## config.mk

```make
export PLATFORM = sky130hd
export DESIGN_NAME = lc_logic_cell
export DESIGN_NICKNAME = d
export VERILOG_FILES = /design/src/inc/lc_pkg.sv /design/src/hdl/lc_logic_cell.sv
export SDC_FILE = /design/constraint.sdc
export NUM_CORES = 1
export LEC_CHECK = 0
export BUFFER_PORTS_ARGS = -buffer_cell sky130_fd_sc_hd__buf_2
export CAP_MARGIN = 20
export CORE_MARGIN = 2
export CORE_UTILIZATION = 55
export CTS_BUF_LIST = sky130_fd_sc_hd__clkbuf_4 sky130_fd_sc_hd__clkbuf_8
export DETAILED_ROUTE_END_ITERATION = 8
export GPL_ROUTABILITY_DRIVEN = 0
export GPL_TIMING_DRIVEN = 1
export HOLD_SLACK_MARGIN = 0.08
export PLACE_DENSITY = 0.82
export SYNTH_ARGS = -nofsm -noshare
export SYNTH_HDL_FRONTEND = slang
export SYNTH_HIERARCHICAL = 1
export SYNTH_SLANG_ARGS = --single-unit
```

## constraint.sdc

```tcl
create_clock -name ref_clk_in -period 4.3 [get_ports ref_clk_in]
set_clock_uncertainty 0.05 [all_clocks]
set_input_delay 0.86 -clock ref_clk_in [delete_from_list [all_inputs] [get_ports ref_clk_in]]
set_output_delay 0.86 -clock ref_clk_in [all_outputs]
set_load 0.03 [all_outputs]
```

## src/inc/lc_pkg.sv

```systemverilog
// Purpose: Shared constants and state type of the configurable logic cell.
// Assumes: 32-bit register port with byte addresses, one word per register.
// Notes:   Table contents and steering choices live in software registers.
package lc_pkg;

  localparam int unsigned LC_ADDR_W = 8;
  localparam int unsigned LC_DATA_W = 32;
  localparam int unsigned LC_FT_W   = 16;
  localparam int unsigned LC_TT_W   = 8;
  localparam int unsigned LC_MODE_W = 12;
  localparam int unsigned LC_STAT_W = 5;

  // Register byte addresses
  localparam logic [LC_ADDR_W-1:0] LC_FIRST_CFG_ADDR  = 8'h00;
  localparam logic [LC_ADDR_W-1:0] LC_SECOND_CFG_ADDR = 8'h04;
  localparam logic [LC_ADDR_W-1:0] LC_THIRD_CFG_ADDR  = 8'h08;
  localparam logic [LC_ADDR_W-1:0] LC_MODE_CFG_ADDR   = 8'h0C;
  localparam logic [LC_ADDR_W-1:0] LC_STATUS_ADDR     = 8'h10;

  // Mode register field positions
  localparam int unsigned LC_MODE_A_SEL     = 0;
  localparam int unsigned LC_MODE_B_SEL     = 1;
  localparam int unsigned LC_MODE_X_SRC_LSB = 2;
  localparam int unsigned LC_MODE_Y_SRC_LSB = 4;
  localparam int unsigned LC_MODE_X_LATCH   = 6;
  localparam int unsigned LC_MODE_Y_LATCH   = 7;
  localparam int unsigned LC_MODE_X_INIT    = 8;
  localparam int unsigned LC_MODE_Y_INIT    = 9;
  localparam int unsigned LC_MODE_X_OUT     = 10;
  localparam int unsigned LC_MODE_Y_OUT     = 11;

  // Storage data source codes
  localparam logic [1:0] LC_SRC_FIRST  = 2'h0;
  localparam logic [1:0] LC_SRC_SECOND = 2'h1;
  localparam logic [1:0] LC_SRC_THIRD  = 2'h2;
  localparam logic [1:0] LC_SRC_DIRECT = 2'h3;

  // Reset values
  localparam logic [LC_FT_W-1:0]   LC_FIRST_RST  = 16'h0000;
  localparam logic [LC_FT_W-1:0]   LC_SECOND_RST = 16'h0000;
  localparam logic [LC_TT_W-1:0]   LC_THIRD_RST  = 8'h00;
  localparam logic [LC_MODE_W-1:0] LC_MODE_RST   = 12'h000;
  localparam logic [LC_DATA_W-1:0] LC_RDATA_RST  = 32'h0000_0000;

  typedef struct packed {
    logic [LC_FT_W-1:0]   first_cfg;
    logic [LC_FT_W-1:0]   second_cfg;
    logic [LC_TT_W-1:0]   third_cfg;
    logic [LC_MODE_W-1:0] mode_cfg;
    logic                 trig_prev;
    logic                 store_x;
    logic                 store_y;
    logic                 comb_x;
    logic                 comb_y;
    logic                 third_out;
    logic [LC_DATA_W-1:0] rdata;
  } lc_state_t;

endpackage

```

## src/hdl/lc_logic_cell.sv

```systemverilog
// Purpose: Configurable logic cell with three lookup tables, steering
//          multiplexers and two shared-control storage elements.
// Assumes: All cell inputs are synchronous to ref_clk_in; the storage
//          trigger is sampled and its rising edge or level is detected.
// Notes:   Combinational table outputs are registered once at the ports.
//          Latch mode is a capture on every edge while the gate is high,
//          so a data change while the gate is still high is followed.
//          Set/reset and global init act at the edge, ahead of enable.
//
// Functional notes
// - First and second tables each pick one of sixteen stored bits by four inputs.
// - The third table picks one of eight stored bits by its three inputs.
// - Two third table inputs are muxed from a table output or a cell input.
// - With the steering above the cell forms any function of five inputs.
// - Both four-input tables plus one input feed the third for wide functions.
// - Three table outputs exist; the third table result also leaves on third_table_out.
// - Two storage elements capture table results or are used on their own.
// - The direct storage input may feed either storage element.
// - The dedicated third table input can pass through it to either element.
// - Both elements share one trigger, one enable and one set/reset line.
// - The global init signal also forces both elements to their init state.
// - Each element may be a level latch on the shared gate and enable.
//
// Decided for this implementation: the address-and-strobe port and the address map.
`timescale 1ns/1ps
`default_nettype none

module lc_logic_cell
  import lc_pkg::*;
(
  input  wire logic                 ref_clk_in,
  input  wire logic                 arst_n_in,
  input  wire logic [LC_ADDR_W-1:0] reg_addr_in,
  input  wire logic [LC_DATA_W-1:0] reg_wdata_in,
  input  wire logic                 reg_wr_in,
  input  wire logic                 reg_rd_in,
  output logic      [LC_DATA_W-1:0] reg_rdata_out,
  input  wire logic [3:0]           first_table_in,
  input  wire logic [3:0]           second_table_in,
  input  wire logic                 third_table_alt_a_in,
  input  wire logic                 third_table_alt_b_in,
  input  wire logic                 third_table_dedicated_input_in,
  input  wire logic                 direct_store_in,
  input  wire logic                 storage_trigger_in,
  input  wire logic                 storage_enable_in,
  input  wire logic                 set_reset_line_in,
  input  wire logic                 global_init_in,
  output logic                      comb_x_out,
  output logic                      comb_y_out,
  output logic                      store_x_out,
  output logic                      store_y_out,
  output logic                      third_table_out
);

  lc_state_t st_q;
  lc_state_t st_d;

  logic       first_val;
  logic       second_val;
  logic       third_a;
  logic       third_b;
  logic [2:0] third_idx;
  logic       third_val;
  logic       data_x;
  logic       data_y;
  logic       trig_rise;
  logic       force_init;
  logic       next_x;
  logic       next_y;

  ////////////////////////////////////////////////////////////////////////////
  // Lookup tables and steering

  lc_lut_pick #(.IDX_W(4)) u_first (
    .cfg_in  (st_q.first_cfg),
    .idx_in  (first_table_in),
    .bit_out (first_val)
  );

  lc_lut_pick #(.IDX_W(4)) u_second (
    .cfg_in  (st_q.second_cfg),
    .idx_in  (second_table_in),
    .bit_out (second_val)
  );

  lc_lut_pick #(.IDX_W(3)) u_third (
    .cfg_in  (st_q.third_cfg),
    .idx_in  (third_idx),
    .bit_out (third_val)
  );

  always_comb begin
    third_a = st_q.mode_cfg[LC_MODE_A_SEL] ? third_table_alt_a_in : first_val;
    third_b = st_q.mode_cfg[LC_MODE_B_SEL] ? third_table_alt_b_in : second_val;
    third_idx = {third_table_dedicated_input_in, third_b, third_a};
  end

  // Storage data source select
  function automatic logic pick_src(input logic [1:0] sel,
                                    input logic       f_v,
                                    input logic       g_v,
                                    input logic       h_v,
                                    input logic       d_v);
    logic r;
    r = f_v;
    case (sel)
      LC_SRC_FIRST:  r = f_v;
      LC_SRC_SECOND: r = g_v;
      LC_SRC_THIRD:  r = h_v;
      LC_SRC_DIRECT: r = d_v;
      default:       r = f_v;
    endcase
    return r;
  endfunction

  ////////////////////////////////////////////////////////////////////////////
  // Storage element steps

  // latch or edge step, element X
  lc_store_step u_step_x (
    .cur_in        (st_q.store_x),
    .data_in       (data_x),
    .latch_mode_in (st_q.mode_cfg[LC_MODE_X_LATCH]),
    .init_val_in   (st_q.mode_cfg[LC_MODE_X_INIT]),
    .init_now_in   (force_init),
    .enable_in     (storage_enable_in),
    .gate_in       (storage_trigger_in),
    .rise_in       (trig_rise),
    .next_out      (next_x)
  );

  // latch or edge step, element Y
  lc_store_step u_step_y (
    .cur_in        (st_q.store_y),
    .data_in       (data_y),
    .latch_mode_in (st_q.mode_cfg[LC_MODE_Y_LATCH]),
    .init_val_in   (st_q.mode_cfg[LC_MODE_Y_INIT]),
    .init_now_in   (force_init),
    .enable_in     (storage_enable_in),
    .gate_in       (storage_trigger_in),
    .rise_in       (trig_rise),
    .next_out      (next_y)
  );

  ////////////////////////////////////////////////////////////////////////////
  // Next state

  always_comb begin
    st_d = st_q;

    data_x = pick_src(st_q.mode_cfg[LC_MODE_X_SRC_LSB +: 2], first_val,
                      second_val, third_val, direct_store_in);
    data_y = pick_src(st_q.mode_cfg[LC_MODE_Y_SRC_LSB +: 2], first_val,
                      second_val, third_val, direct_store_in);

    trig_rise = storage_trigger_in & ~st_q.trig_prev;
    st_d.trig_prev = storage_trigger_in;

    force_init = set_reset_line_in | global_init_in;

    st_d.store_x = next_x;
    st_d.store_y = next_y;

    st_d.comb_x = st_q.mode_cfg[LC_MODE_X_OUT] ? third_val : first_val;
    st_d.comb_y = st_q.mode_cfg[LC_MODE_Y_OUT] ? third_val : second_val;
    st_d.third_out = third_val;

    // Register writes
    if (reg_wr_in) begin
      case (reg_addr_in)
        LC_FIRST_CFG_ADDR:  st_d.first_cfg  = reg_wdata_in[LC_FT_W-1:0];
        LC_SECOND_CFG_ADDR: st_d.second_cfg = reg_wdata_in[LC_FT_W-1:0];
        LC_THIRD_CFG_ADDR:  st_d.third_cfg  = reg_wdata_in[LC_TT_W-1:0];
        LC_MODE_CFG_ADDR:   st_d.mode_cfg   = reg_wdata_in[LC_MODE_W-1:0];
        default: begin
        end
      endcase
    end

    // Register reads, data valid for one cycle only
    st_d.rdata = LC_RDATA_RST;
    if (reg_rd_in) begin
      case (reg_addr_in)
        LC_FIRST_CFG_ADDR: begin
          st_d.rdata = {{(LC_DATA_W-LC_FT_W){1'b0}}, st_q.first_cfg};
        end
        LC_SECOND_CFG_ADDR: begin
          st_d.rdata = {{(LC_DATA_W-LC_FT_W){1'b0}}, st_q.second_cfg};
        end
        LC_THIRD_CFG_ADDR: begin
          st_d.rdata = {{(LC_DATA_W-LC_TT_W){1'b0}}, st_q.third_cfg};
        end
        LC_MODE_CFG_ADDR: begin
          st_d.rdata = {{(LC_DATA_W-LC_MODE_W){1'b0}}, st_q.mode_cfg};
        end
        LC_STATUS_ADDR: begin
          st_d.rdata = {{(LC_DATA_W-LC_STAT_W){1'b0}}, st_q.third_out,
                        st_q.comb_y, st_q.comb_x, st_q.store_y,
                        st_q.store_x};
        end
        default: begin
          st_d.rdata = LC_RDATA_RST;
        end
      endcase
    end
  end

  ////////////////////////////////////////////////////////////////////////////
  // State register

  always_ff @(posedge ref_clk_in or negedge arst_n_in) begin
    if (!arst_n_in) begin
      st_q.first_cfg  <= LC_FIRST_RST;
      st_q.second_cfg <= LC_SECOND_RST;
      st_q.third_cfg  <= LC_THIRD_RST;
      st_q.mode_cfg   <= LC_MODE_RST;
      st_q.trig_prev  <= 1'b0;
      st_q.store_x    <= 1'b0;
      st_q.store_y    <= 1'b0;
      st_q.comb_x     <= 1'b0;
      st_q.comb_y     <= 1'b0;
      st_q.third_out  <= 1'b0;
      st_q.rdata      <= LC_RDATA_RST;
    end else begin
      st_q <= st_d;
    end
  end

  assign reg_rdata_out   = st_q.rdata;
  assign comb_x_out      = st_q.comb_x;
  assign comb_y_out      = st_q.comb_y;
  assign store_x_out     = st_q.store_x;
  assign store_y_out     = st_q.store_y;
  assign third_table_out = st_q.third_out;

endmodule

////////////////////////////////////////////////////////////////////////////
// Single-bit table lookup, shared by all three tables

module lc_lut_pick
  import lc_pkg::*;
#(
  parameter int unsigned IDX_W = 4
)(
  input  wire logic [(2**IDX_W)-1:0] cfg_in,
  input  wire logic [IDX_W-1:0]      idx_in,
  output logic                       bit_out
);

  // Delay does not depend on the stored function
  assign bit_out = cfg_in[idx_in];

endmodule

////////////////////////////////////////////////////////////////////////////
// Next value of one storage element

module lc_store_step
  import lc_pkg::*;
(
  input  wire logic cur_in,
  input  wire logic data_in,
  input  wire logic latch_mode_in,
  input  wire logic init_val_in,
  input  wire logic init_now_in,
  input  wire logic enable_in,
  input  wire logic gate_in,
  input  wire logic rise_in,
  output logic      next_out
);

  // Init wins over enable; otherwise hold unless enabled
  always_comb begin
    next_out = cur_in;
    if (init_now_in) begin
      next_out = init_val_in;
    end else if (enable_in && (latch_mode_in ? gate_in : rise_in)) begin
      next_out = data_in;
    end
  end

endmodule

`default_nettype wire

```

* Word-level counts from Yosys, hierarchy flattened
Cells that the tools add are included.
Storage, ports and cells: register bits after elaboration 90, bits of input ports 60, output and inout bits 37
Operators by class: magnitude comparators 3, multiplexer cells 20, reduce and logical (&&, ||, !) cells 11, bitwise gates (word level) 3, eq/ne operators 10
Operator list (number):
- 16-bit one-hot mux with 5 select lines | 1
- 8-bit by 4-bit equality test with 1-bit output, second input constant | 2
- 16-bit 2-to-1 mux | 1
- 1-bit 2-to-1 mux | 13
- 4-bit by 5-bit < comparator with 1-bit output, second input constant | 2
- 1-bit binary-select mux with 4-bit select | 2
- 2-bit equality test, second input constant | 4
- 8-bit by 3-bit equality test with 1-bit output, second input constant | 1
- 8-bit by 5-bit equality test with 1-bit output, second input constant | 1
- 8-bit zero test | 1
- 1-bit one-hot mux with 4 select lines | 2
- 2-bit AND reduction | 4
- 2-bit by 1-bit equality test with 1-bit output, second input constant | 2
- 2-bit zero test | 2
- 3-bit by 4-bit < comparator with 1-bit output, second input constant | 1
- 2-bit nonzero test | 2
- 1-bit binary-select mux with 3-bit select | 1
- 1-bit logical AND | 2
- 1-bit AND | 1
- 1-bit NOT | 1
- 1-bit OR | 1

* Depth between registers and ports, before layout
Gate-level depths: netlist of run 1.
word-level depth 8, mapped depth 9, gate-level depth less buffers 9

* Hierarchy
The synthesis of run 1 kept the hierarchy.
By module, submodules not included:
- lc_logic_cell | cells an instance 251, times used 1, area an instance 3413.3 sq um
- lc_lut_pick at u_first ... | cells an instance 7, times used 2, area an instance 135.1 sq um
- lc_store_step | cells an instance 5, times used 2, area an instance 43.8 sq um
- lc_lut_pick at u_third | cells an instance 3, times used 1, area an instance 63.8 sq um

* Worst setup path after synthesis of run 1
Ideal clock, no wire load.
path type input to register, start point in first_table_in[0], end point reg st_q (netlist bit store_x_out), slack 0.747 ns, stages on the path 9, arrival time 3.382 ns, data required time 4.129 ns, cell sequence mux4_1 > mux2i_1 > mux2i_1 > mux2_2 > mux4_1 > mux2_2 > mux4_2 > a31o_1 > a2bb2oi_1
RTL lines:
- start, declared | line lc_logic_cell.sv:38 | input wire logic [3:0] first_table_in,
- end signal, assigned | line lc_logic_cell.sv:225 | st_q <= st_d;
- end, declared | line lc_logic_cell.sv:55 | lc_state_t st_q;

==> summary.md, run 1 <==
* **final period utilization** 86.2%
* **maximum clock path buffer count** 2
* **Fillers** 493
* **layout cell share with drive strength beyond 1** 46.5%
* **later-pin clock latency in the skew report** 0.35 ns
* **DRC violation total after the first TritonRoute iteration** 172
* **Area contributors post-synth** sky130_fd_sc_hd__dfrtp_1, sky130_fd_sc_hd__mux2_2, sky130_fd_sc_hd__mux4_1
* **ports placed on the boundary** 97
* **cell-by-cell trace of the critical path** buf_2 -> mux4_1 -> mux2i_1 -> mux2i_1 -> mux2_2 -> mux4_1 -> mux2_2 -> mux4_2 -> a31o_1 -> a2bb2oi_1
* **antenna diode count** 0
* **largest net degree at the start of global routing** 30
* **endpoint type of the worst setup path** flop
* **internal reg-to-reg setup slack** 0.91 ns
* **initial cell density of the core** 56.8%
* **number of buffers inserted during clock tree synthesis** 9
* **setup repair after global routing missed its margin** no
* **worst-case headroom to the max-slew limit** 42.2%
* **Die X-Extent** 87.5 um
* **GRT Total Usage** 23.8%
* **final setup slack of the worst path** 0.595 ns
* **iteration count of the initial detailed-routing pass** 4
* **count of state elements after synthesis** 74
* **transition time at the pin with the least slew margin** 0.865 ns
* **H-tree depth** 3
* **Period minus WS final** 3.71 ns
* **Setup Slack @ Placement** 0.287 ns
* **run status** finished clean
* **via density per instance** 6.04
* **dominant delay contributor by cell family on the critical path** multiplexers
* **Synthesis Warnings** 6
* **syn avg cell area** 13.8 sq um
* **final hold slack** 0.393 ns
* **final number of hold-violating endpoints** 0
* **grt ovf** 0
* **final count of negative-setup-slack endpoints** 0
* **cell type with the highest aggregate area in the netlist** sky130_fd_sc_hd__dfrtp_1
* **instance area at placement** 4040 sq um
* **per-cell routed wire length** 20.5 um
* **TritonCTS clock tree** yes
* **total negative slack** 0 ns
* **Worst EP arrival** 3.89 ns
* **worst hold path type** input pin to asynchronous set/reset pin
* **input/output buffers** 64
* **Crit path buffers/inverters** 1
* **VDD IR-drop max** 181 uV
* **std cell rows** 30
* **Die ar.** 7660 sq um
* **net count reported at finish** 388
* **nature of the critical path startpoint** input pin
* **largest fanout of any net on the critical path** 5
* **post-CTS setup buffers** 0
* **placed wire-length estimate** 6.11 mm
* **cts hold-fix bufs** 0
* **global-route wire length before repair** 13.3 mm
* **Max Transition Viols Final** 0
* **Resized cells post-CTS** 0
* **Peak Freq** 0.270 GHz
* **Clock Tree Root** sky130_fd_sc_hd__clkbuf_8
* **Post-Syn Instances** 278
* **Core ar.** 6760 sq um
* **Crit Path Class** input pin to flop
* **TritonCTS Sinks** 74
* **detailed-route wire length** 8.48 mm
* **fraction of the yosys area taken by sequential cells** 48.3%
* **initial antenna violation count** 0
* **power density over the cells** 353 nW/um^2
* **biggest cell delay along the critical path** 0.58 ns
* **remaining antenna violation count** 0
* **commonest cells after routing, fill and taps aside** sky130_fd_sc_hd__dfrtp_1, sky130_fd_sc_hd__buf_2, sky130_fd_sc_hd__mux2_2, sky130_fd_sc_hd__conb_1, sky130_fd_sc_hd__mux2i_1
* **max-cap violation count** 0
* **most common cell after layout, fill and taps aside** sky130_fd_sc_hd__dfrtp_1
* **total standard cell area after synthesis** 3830 sq um
* **DRC violations left** 0
* **number of distinct library cells after synthesis** 32
* **data required time of the critical path** 4.48 ns
* **total via count after detailed routing** 2496
* **Area Overhead vs Synth** 11.1%
* **post-synth top area share** 48.3%
* **clock transition at the registers of the reported paths** 0.07 ns
* **Non-Filler Cell Area, Final** 4260 sq um
* **die height** 87.5 um
* **Static Leak** 2.19 nW
* **via count of the first global-routing pass** 2419
* **slowest CP cell** sky130_fd_sc_hd__mux4_1
-- Yosys cell counts --
library cell	instances
sky130_fd_sc_hd__nand4b_1	1
sky130_fd_sc_hd__nand4_2	2
sky130_fd_sc_hd__nand4_1	7
sky130_fd_sc_hd__nor4bb_1	2
sky130_fd_sc_hd__nor2_1	6
sky130_fd_sc_hd__nor4_4	1
sky130_fd_sc_hd__and2_0	1
sky130_fd_sc_hd__a31oi_1	3
sky130_fd_sc_hd__nor3_1	7
sky130_fd_sc_hd__a211oi_1	2
sky130_fd_sc_hd__o21ai_0	1
sky130_fd_sc_hd__mux2_4	2
sky130_fd_sc_hd__buf_2	5
sky130_fd_sc_hd__o21a_1	4
sky130_fd_sc_hd__nor2b_1	7
sky130_fd_sc_hd__or2_2	1
sky130_fd_sc_hd__a21boi_1	2
sky130_fd_sc_hd__conb_1	1
sky130_fd_sc_hd__mux2i_1	14
sky130_fd_sc_hd__a21oi_1	2
sky130_fd_sc_hd__a2bb2oi_1	2
sky130_fd_sc_hd__nand3_1	8
sky130_fd_sc_hd__mux4_1	10
sky130_fd_sc_hd__mux2_2	62
sky130_fd_sc_hd__dfrtp_1	74
sky130_fd_sc_hd__mux4_2	5
sky130_fd_sc_hd__inv_1	2
sky130_fd_sc_hd__buf_4	32
sky130_fd_sc_hd__and4b_1	2
sky130_fd_sc_hd__clkbuf_1	5
sky130_fd_sc_hd__a31o_1	2
sky130_fd_sc_hd__a22oi_1	3
-- final cells by class --
cell class	count	area [sq um]	area share (%)
clock inverters	6	80.1	1.88
well taps	80	100	2.35
flip-flops and latches	74	1850	43.5
clock buffers	10	138	3.23
inverters	2	7.51	0.176
multi-input cells	175	1750	41.0
repair buffers	66	335	7.87
-- final timing paths --
path / from / to / cells after the start
hold reg to reg: st_q[60] / st_q[60] / 1
hold / removal: arst_n_in / st_q[42] / 1
setup reg to reg: st_q[87] / store_y_out / 9
setup / recovery: first_table_in[0] / store_y_out / 10
min in group ref_clk_in: st_q[60] / st_q[60] / 1
max in group asynchronous: arst_n_in / st_q[82] / 2
-- state kept, by name, indices dropped and copies added (netlist names) --
name,flops
st_q,53
reg_rdata_out,16
comb_x_out,1
comb_y_out,1
store_x_out,1
store_y_out,1
third_table_out,1
-- cells by family after synthesis --
group | Yosys count | synth area share (%)
AO/OA/AOI/OAI | 21 | 3.95
buffers and inverters | 44 | 7.60
flip-flops | 74 | 48.3
multiplexers | 93 | 32.4
other | 1 | 0.0978
AND/OR/NAND/NOR | 45 | 7.63
-- where the power goes --
part           switching, mW  total [mW]  internal (mW)
combinational         0.0954       0.168         0.0723
clock                  0.251       0.589          0.338
sequential            0.0255       0.748          0.722
total                  0.371        1.50           1.13
-- layer usage --
layer  global-route usage [%]  vias up  wire length (um)
li1                         -     1101                 -
met1                     32.8     1265              3600
met2                     37.7      113              4210
met3                     5.50       17               537
met4                     7.83        0               127
met5                        0        -                 0
-- per-stage QoR --
stage / std cells / utilization [%] / total power, mW
after CTS: 413 / 63.1 / 1.51
after global routing: 413 / 63.1 / 1.56
after detailed placement: 397 / 59.8 / 0.925
after global placement: 397 / 59.8 / 0.919
after floorplan: 293 / - / 0.863
final: 413 / 63.1 / 1.50
Note: power is estimated with default switching activity, not from simulation.
==> run 2, diff against run 1 <==
CORE_UTILIZATION = 30   (was 55)
PLACE_DENSITY = default   (was 0.82)
==> run 2 against run 1 <==
Against the previous run: critical path depth unchanged; worst setup slack improved by 0.065 ns; utilization decreased by 29 points; largest cell class unchanged.
==> summary.md, run 2 (synthesis gave the netlist of run 1 again) <==
* **Period minus WS final** 3.64 ns, -0.0646 ns
* **Static Leak** 2.17 nW, -1.1%
* **cts hold-fix bufs** 0, unchanged
* **layout cell share with drive strength beyond 1** 46.4%, -0.16 points
* **final period utilization** 84.7%, -1.5 points
* **cell depth of the worst flop-to-flop path** 9, unchanged
* **final count of negative-setup-slack endpoints** 0, unchanged
* **final number of hold-violating endpoints** 0, unchanged
* **H-tree depth** 3, unchanged
* **remaining antenna violation count** 0, unchanged
* **worst hold stages** 1
* **ports placed on the boundary** 97, unchanged
* **Die ar.** 13700 sq um, +79%
* **input/output buffers** 64, unchanged
* **DRC violation total after the first TritonRoute iteration** 136, -21%
* **power density over the cells** 322 nW/um^2, -8.7%
* **placed wire-length estimate** 6.57 mm, +7.5%
* **GRT Total Usage** 13.5%, -10 points
* **min-delay src** st_q[60]
* **Crit Path Class** input pin to flop
* **Core ar.** 12600 sq um, +86%
* **later-pin clock latency in the skew report** 0.35 ns, about the same
* **grt ovf** 0, unchanged
* **iteration count of the initial detailed-routing pass** 4, unchanged
* **clock transition at the registers of the reported paths** 0.07 ns, about the same
* **global-route wire length before repair** 13.6 mm, +1.8%
* **std cell rows** 41, +37%
* **final cell utilization of the core** 34.4%, -29 points
* **Setup Slack @ Placement** 0.303 ns, +0.0159 ns
* **number of flip-flops in the largest register** 53, unchanged
* **Clock Tree Root** sky130_fd_sc_hd__clkbuf_8
* **commonest cells after routing, fill and taps aside** sky130_fd_sc_hd__dfrtp_1, sky130_fd_sc_hd__buf_2, sky130_fd_sc_hd__mux2_2, sky130_fd_sc_hd__conb_1, sky130_fd_sc_hd__mux2i_1
* **most common cell after layout, fill and taps aside** sky130_fd_sc_hd__dfrtp_1
* **net count reported at finish** 387, -0.26%
* **initial cell density of the core** 30.5%, -26 points
* **largest net degree at the start of global routing** 75, +150%
* **run status** finished clean
* **VDD IR-drop max** 125 uV, -31%
* **final setup slack of the worst path** 0.660 ns, +0.0646 ns
* **detailed-route wire length** 8.86 mm, +4.5%
* **DRC violations left** 0, unchanged
* **setup repair after global routing missed its margin** no
* **number of buffers inserted during clock tree synthesis** 9, unchanged
* **worst hold path type** flop to flop
* **via density per instance** 4.81, -20%
* **Die X-Extent** 117 um, +34%
* **largest fanout of any net on the critical path** 5, unchanged
* **TritonCTS clock tree** yes
* **Peak Freq** 0.275 GHz, +1.8%
* **total via count after detailed routing** 2429, -2.7%
* **endpoint type of the worst setup path** flop
* **Worst EP arrival** 3.83 ns, -0.06 ns
* **maximum clock path buffer count** 2, unchanged
* **R2R Path Start** st_q[74]
* **TritonCTS Sinks** 74, unchanged
* **Max Transition Viols Final** 0, unchanged
* **worst-case headroom to the max-slew limit** 38.3%, -3.9 points
* **initial antenna violation count** 1, +1
* **internal reg-to-reg setup slack** 0.98 ns, +0.07 ns
* **transition time at the pin with the least slew margin** 0.925 ns, +0.0608 ns
* **hold path endpoint** st_q[60]
* **Resized cells post-CTS** 0, unchanged
* **max-cap violation count** 0, unchanged
* **per-cell routed wire length** 17.5 um, -15%
* **via count of the first global-routing pass** 2438, +0.79%
* **post-CTS setup buffers** 0, unchanged
* **total negative slack** 0 ns, unchanged
* **FF-to-FF End** store_y_out
* **data required time of the critical path** 4.49 ns, about the same
* **Area Overhead vs Synth** 12.9%
* **register bank with the most flops** st_q
* **nature of the critical path startpoint** input pin
* **die height** 117 um, +34%
[run 2: changes by cell type in the layout (fill, tap and decap cells not counted), sizes merged]
cell    before  now
clkbuf      10   13
bufinv       2    0
clkinv       4    3
diode        0    1
buf         66   65
[run 2: area by class of cell]
| class | instances | area (sq um) |
|---|---|---|
| Clock buffer | 13 | 160 |
| Antenna cell | 1 | 2.50 |
| Tap cell | 172 | 215 |
| Clock inverter | 3 | 15.0 |
| Timing Repair Buffer | 65 | 328 |
| Multi-Input combinational cell | 175 | 1750 |
| Fill cell | 1243 | 8240 |
| Inverter | 2 | 7.51 |
| Sequential cell | 74 | 1850 |
[run 2: worst max path at each step]
| stage | start | end | cells after the start |
|---|---|---|---|
| 3_5_place_dp | first_table_in[0] | store_x_out | 10 |
| 2_1_floorplan | first_table_in[0] | store_x_out | 9 |
| 4_1_cts | first_table_in[0] | store_x_out | 10 |
| 6_report | first_table_in[0] | store_y_out | 10 |
| 3_3_place_gp | first_table_in[0] | store_x_out | 10 |
| 5_1_grt | first_table_in[0] | store_y_out | 10 |
[run 2: stage by stage]
| stage | area [sq um] | hold WS, ns | cells | power (mW) |
|---|---|---|---|---|
| after floorplan | 3890 | 0.436 | 293 | 0.863 |
| after global placement | 4150 | 0.462 | 488 | 0.923 |
| after detailed placement | 4150 | 0.459 | 488 | 0.927 |
| after CTS | 4330 | 0.475 | 504 | 1.41 |
| after global routing | 4330 | 0.496 | 504 | 1.46 |
| final | 4330 | 0.477 | 505 | 1.40 |
[run 2: layer usage]
metal	vias to the layer above	global-route usage [%]	routed length, um
li1	1106	-	-
met1	1218	16.6	3730
met2	81	22.0	4380
met3	22	3.66	493
met4	2	6.82	249
met5	-	0	7
[run 2: worst max-delay path, stage by stage]
cell	delay, ns
sky130_fd_sc_hd__buf_2	0.15
sky130_fd_sc_hd__mux4_1	0.59
sky130_fd_sc_hd__mux2i_1	0.15
sky130_fd_sc_hd__mux2i_1	0.17
sky130_fd_sc_hd__mux2_2	0.32
sky130_fd_sc_hd__mux4_1	0.45
sky130_fd_sc_hd__mux2_2	0.32
sky130_fd_sc_hd__mux4_2	0.50
sky130_fd_sc_hd__a31o_1	0.19
sky130_fd_sc_hd__a2bb2oi_1	0.13
[run 2: power by group]
| part | leakage (nW) | internal [mW] | switching, mW |
|---|---|---|---|
| combinational | 1.05 | 0.0717 | 0.0930 |
| clock | 0.0974 | 0.242 | 0.241 |
| sequential | 1.02 | 0.723 | 0.0250 |
| total | 2.17 | 1.04 | 0.359 |
==> run 3, diff against run 2 <==
clock period = 3 ns   (was 4.3 ns; I/O delays follow)
==> run 3 against run 2 <==
Against the previous run: the run now ends with negative setup slack left; register-to-register slack worse by 1.1 ns; highest routed layer is now met4; global-route usage is 1.6 points higher; critical path type is now flop to flop; count of clock-buffer cells in the layout shrank 2; clock power up 80%; combinational power increased by 62%; sequential share of layout area shrank 2.1 points; wire length grew 9.3%; cell area grew 5.1%.
==> summary.md, run 3 (synthesis gave the netlist of run 1 again) <==
* **Area Overhead vs Synth** 18.7%
* **max-cap violation count** 0, unchanged
* **nature of the critical path startpoint** flop
* **dominant delay contributor by cell family on the critical path** multiplexers
* **switching fraction of total power** 25.0%, -0.72 points
* **instance area at placement** 4310 sq um, +3.9%
* **slowest CP cell** sky130_fd_sc_hd__mux4_2
* **most common cell after layout, fill and taps aside** sky130_fd_sc_hd__dfrtp_1
* **R2R Path Start** st_q[83]
* **cell-by-cell trace of the critical path** mux4_2 -> mux2i_1 -> mux2i_1 -> mux2_4 -> mux4_2 -> mux2_4 -> mux4_2 -> a31o_1 -> a2bb2oi_1
* **net count reported at finish** 412, +6.5%
* **most frequent CP cell** sky130_fd_sc_hd__mux4_2
* **Period minus WS final** 3.15 ns
* **clock transition at the registers of the reported paths** 0.08 ns, about the same
* **TritonCTS Sinks** 74, unchanged
* **portion of total power attributed to combinational logic** 12.1%, +0.3 points
* **DRC violations left** 0, unchanged
* **Die ar.** 13700 sq um, unchanged
* **endpoint type of the worst setup path** flop
* **share of power burned in the clock network** 39.4%, +4.8 points
* **internal cell power** 1.66 mW, +60%
* **final setup slack of the worst path** -0.152 ns, -0.812 ns
* **VDD IR-drop max** 177 uV, +41%
* **Non-Filler Cell Area, Final** 4550 sq um, +5.1%
* **final period utilization** 105%
* **biggest cell delay along the critical path** 0.48 ns, -0.11 ns
* **final number of hold-violating endpoints** 0, unchanged
* **number of flip-flops in the largest register** 53, unchanged
* **largest fanout of any net on the critical path** 3, -2
* **Die X-Extent** 117 um, unchanged
* **register bank with the most flops** st_q
* **Static Leak** 2.28 nW, +5.0%
* **detailed-route wire length** 9.69 mm, +9.3%
* **total via count after detailed routing** 2566, +5.6%
* **per-cell routed wire length** 18.3 um, +4.4%
* **later-pin clock latency in the skew report** 0.36 ns, about the same
* **commonest cells after routing, fill and taps aside** sky130_fd_sc_hd__dfrtp_1, sky130_fd_sc_hd__buf_2, sky130_fd_sc_hd__mux2_2, sky130_fd_sc_hd__buf_4, sky130_fd_sc_hd__conb_1
* **remaining antenna violation count** 0, unchanged
* **Peak Freq** 0.317 GHz
* **GRT Total Usage** 15.1%, +1.6 points
* **initial antenna violation count** 0, -1
* **layout cell share with drive strength beyond 1** 51.8%, +5.4 points
* **CP startpoint** st_q[83]
* **sequential fraction of design power** 48.4%, -5.2 points
* **grt ovf** 0, unchanged
* **antenna diode count** 0, -1
* **TritonCTS clock tree** yes
* **worst-case headroom to the max-slew limit** 36.6%, -1.7 points
* **via count of the first global-routing pass** 2657, +9.0%
* **global-route wire length before repair** 14.9 mm, +9.9%
* **ports placed on the boundary** 97, unchanged
* **Crit Path Class** flop to flop
* **violations in the final reports** negative setup slack
* **worst hold path type** input pin to asynchronous set/reset pin
* **Crit path buffers/inverters** 0, -1
* **maximum clock path buffer count** 2, unchanged
* **data required time of the critical path** 3.20 ns, -1.29 ns
* **Setup Slack @ Placement** -0.611 ns, -0.914 ns
* **input/output buffers** 64, unchanged
* **setup repair after global routing missed its margin** yes
* **final count of negative-setup-slack endpoints** 2, +2
* **std cell rows** 41, unchanged
* **via density per instance** 4.85, +0.85%
* **H-tree depth** 3, unchanged
* **die height** 117 um, unchanged
* **iteration count of the initial detailed-routing pass** 4, unchanged
* **run status** finished, violations left
* **Core ar.** 12600 sq um, unchanged
* **initial cell density of the core** 30.5%, unchanged
* **largest net degree at the start of global routing** 75, unchanged
* **Worst EP arrival** 3.35 ns, -0.48 ns
* **number of buffers inserted during clock tree synthesis** 9, unchanged
* **final hold slack** 0.326 ns, -0.151 ns
* **switching power total** 0.552 mW, +54%
* **power density over the cells** 485 nW/um^2, +50%
* **cts hold-fix bufs** 0, unchanged
* **Clock Tree Root** sky130_fd_sc_hd__clkbuf_8
* **DRC violation total after the first TritonRoute iteration** 150, +10%
* **final total power** 2.21 mW, +58%
* **Max Transition Viols Final** 0, unchanged
* **placed wire-length estimate** 7.17 mm, +9.1%
* **transition time at the pin with the least slew margin** 0.951 ns, +0.0255 ns
run 3: cell count changes in the layout (fill, tap and decap cells not counted):
cell / delta
sky130_fd_sc_hd__mux4_2: +6
sky130_fd_sc_hd__buf_2: -2
sky130_fd_sc_hd__mux2_4: +2
sky130_fd_sc_hd__clkinvlp_4: +1
sky130_fd_sc_hd__mux4_1: -6
sky130_fd_sc_hd__mux2_2: -2
sky130_fd_sc_hd__clkbuf_4: -2
sky130_fd_sc_hd__clkinv_2: -1
sky130_fd_sc_hd__bufinv_16: +2
sky130_fd_sc_hd__buf_4: +27
sky130_fd_sc_hd__diode_2: -1
run 3: path summary, 6_finish.rpt:
check,endpoint,slack (ns),cells past startpoint
worst max-delay path,store_y_out,-0.15,9
worst min-delay path,st_q[62],0.33,1
worst max register to register,store_y_out,-0.15,9
worst min register to register,st_q[47],0.49,1
max in group asynchronous,reg_rdata_out[11],1.95,1
min in group ref_clk_in,st_q[37],0.34,1
run 3: worst reg2reg max path, delay by kind of cell, from the launching register on:
family	cells	cell delay, ns
DFF	1	0.41
muxes	7	2.24
AOI/OAI and AO/OA	2	0.35
run 3: what timing repair did:
action,4_1_cts,5_1_grt
buffers inserted,2,0
setup endpoints to repair,2,2
gates cloned,0,0
resized for setup,1,0
pin swaps,1,0
run 3: per-stage QoR:
stage	std cells	setup TNS [ns]	utilization, %
2_1_floorplan	293	-0.471	-
3_3_place_gp	511	-1.26	34.3
3_5_place_dp	511	-1.55	34.3
4_1_cts	529	-0.279	36.2
5_1_grt	529	-0.450	36.2
6_report	529	-0.286	36.2
run 3: layout make-up:
type                       count  area (sq um)
inverter                       2          7.51
timing repair buffer          90           520
clock buffer                  11           145
fill                        1216          8020
sequential                    74          1850
multi-input combinational    175          1730
clock inverter                 5          77.6
tap                          172           215
run 3: per-layer routing:
layer,share of wire [%],vias up,track usage [%]
li1,-,1147,-
met1,44,1301,20.1
met2,47,93,23.1
met3,5.9,25,3.04
met4,3.3,0,8.55
met5,0,-,0
run 3: power groups by stage:
stage	registers, mW	clock network [mW]	logic (mW)
after floorplan	1.08	0	0.158
after global placement	1.09	0	0.260
after detailed placement	1.09	0	0.266
after CTS	1.07	0.898	0.270
after global routing	1.07	0.938	0.292
final	1.07	0.871	0.268
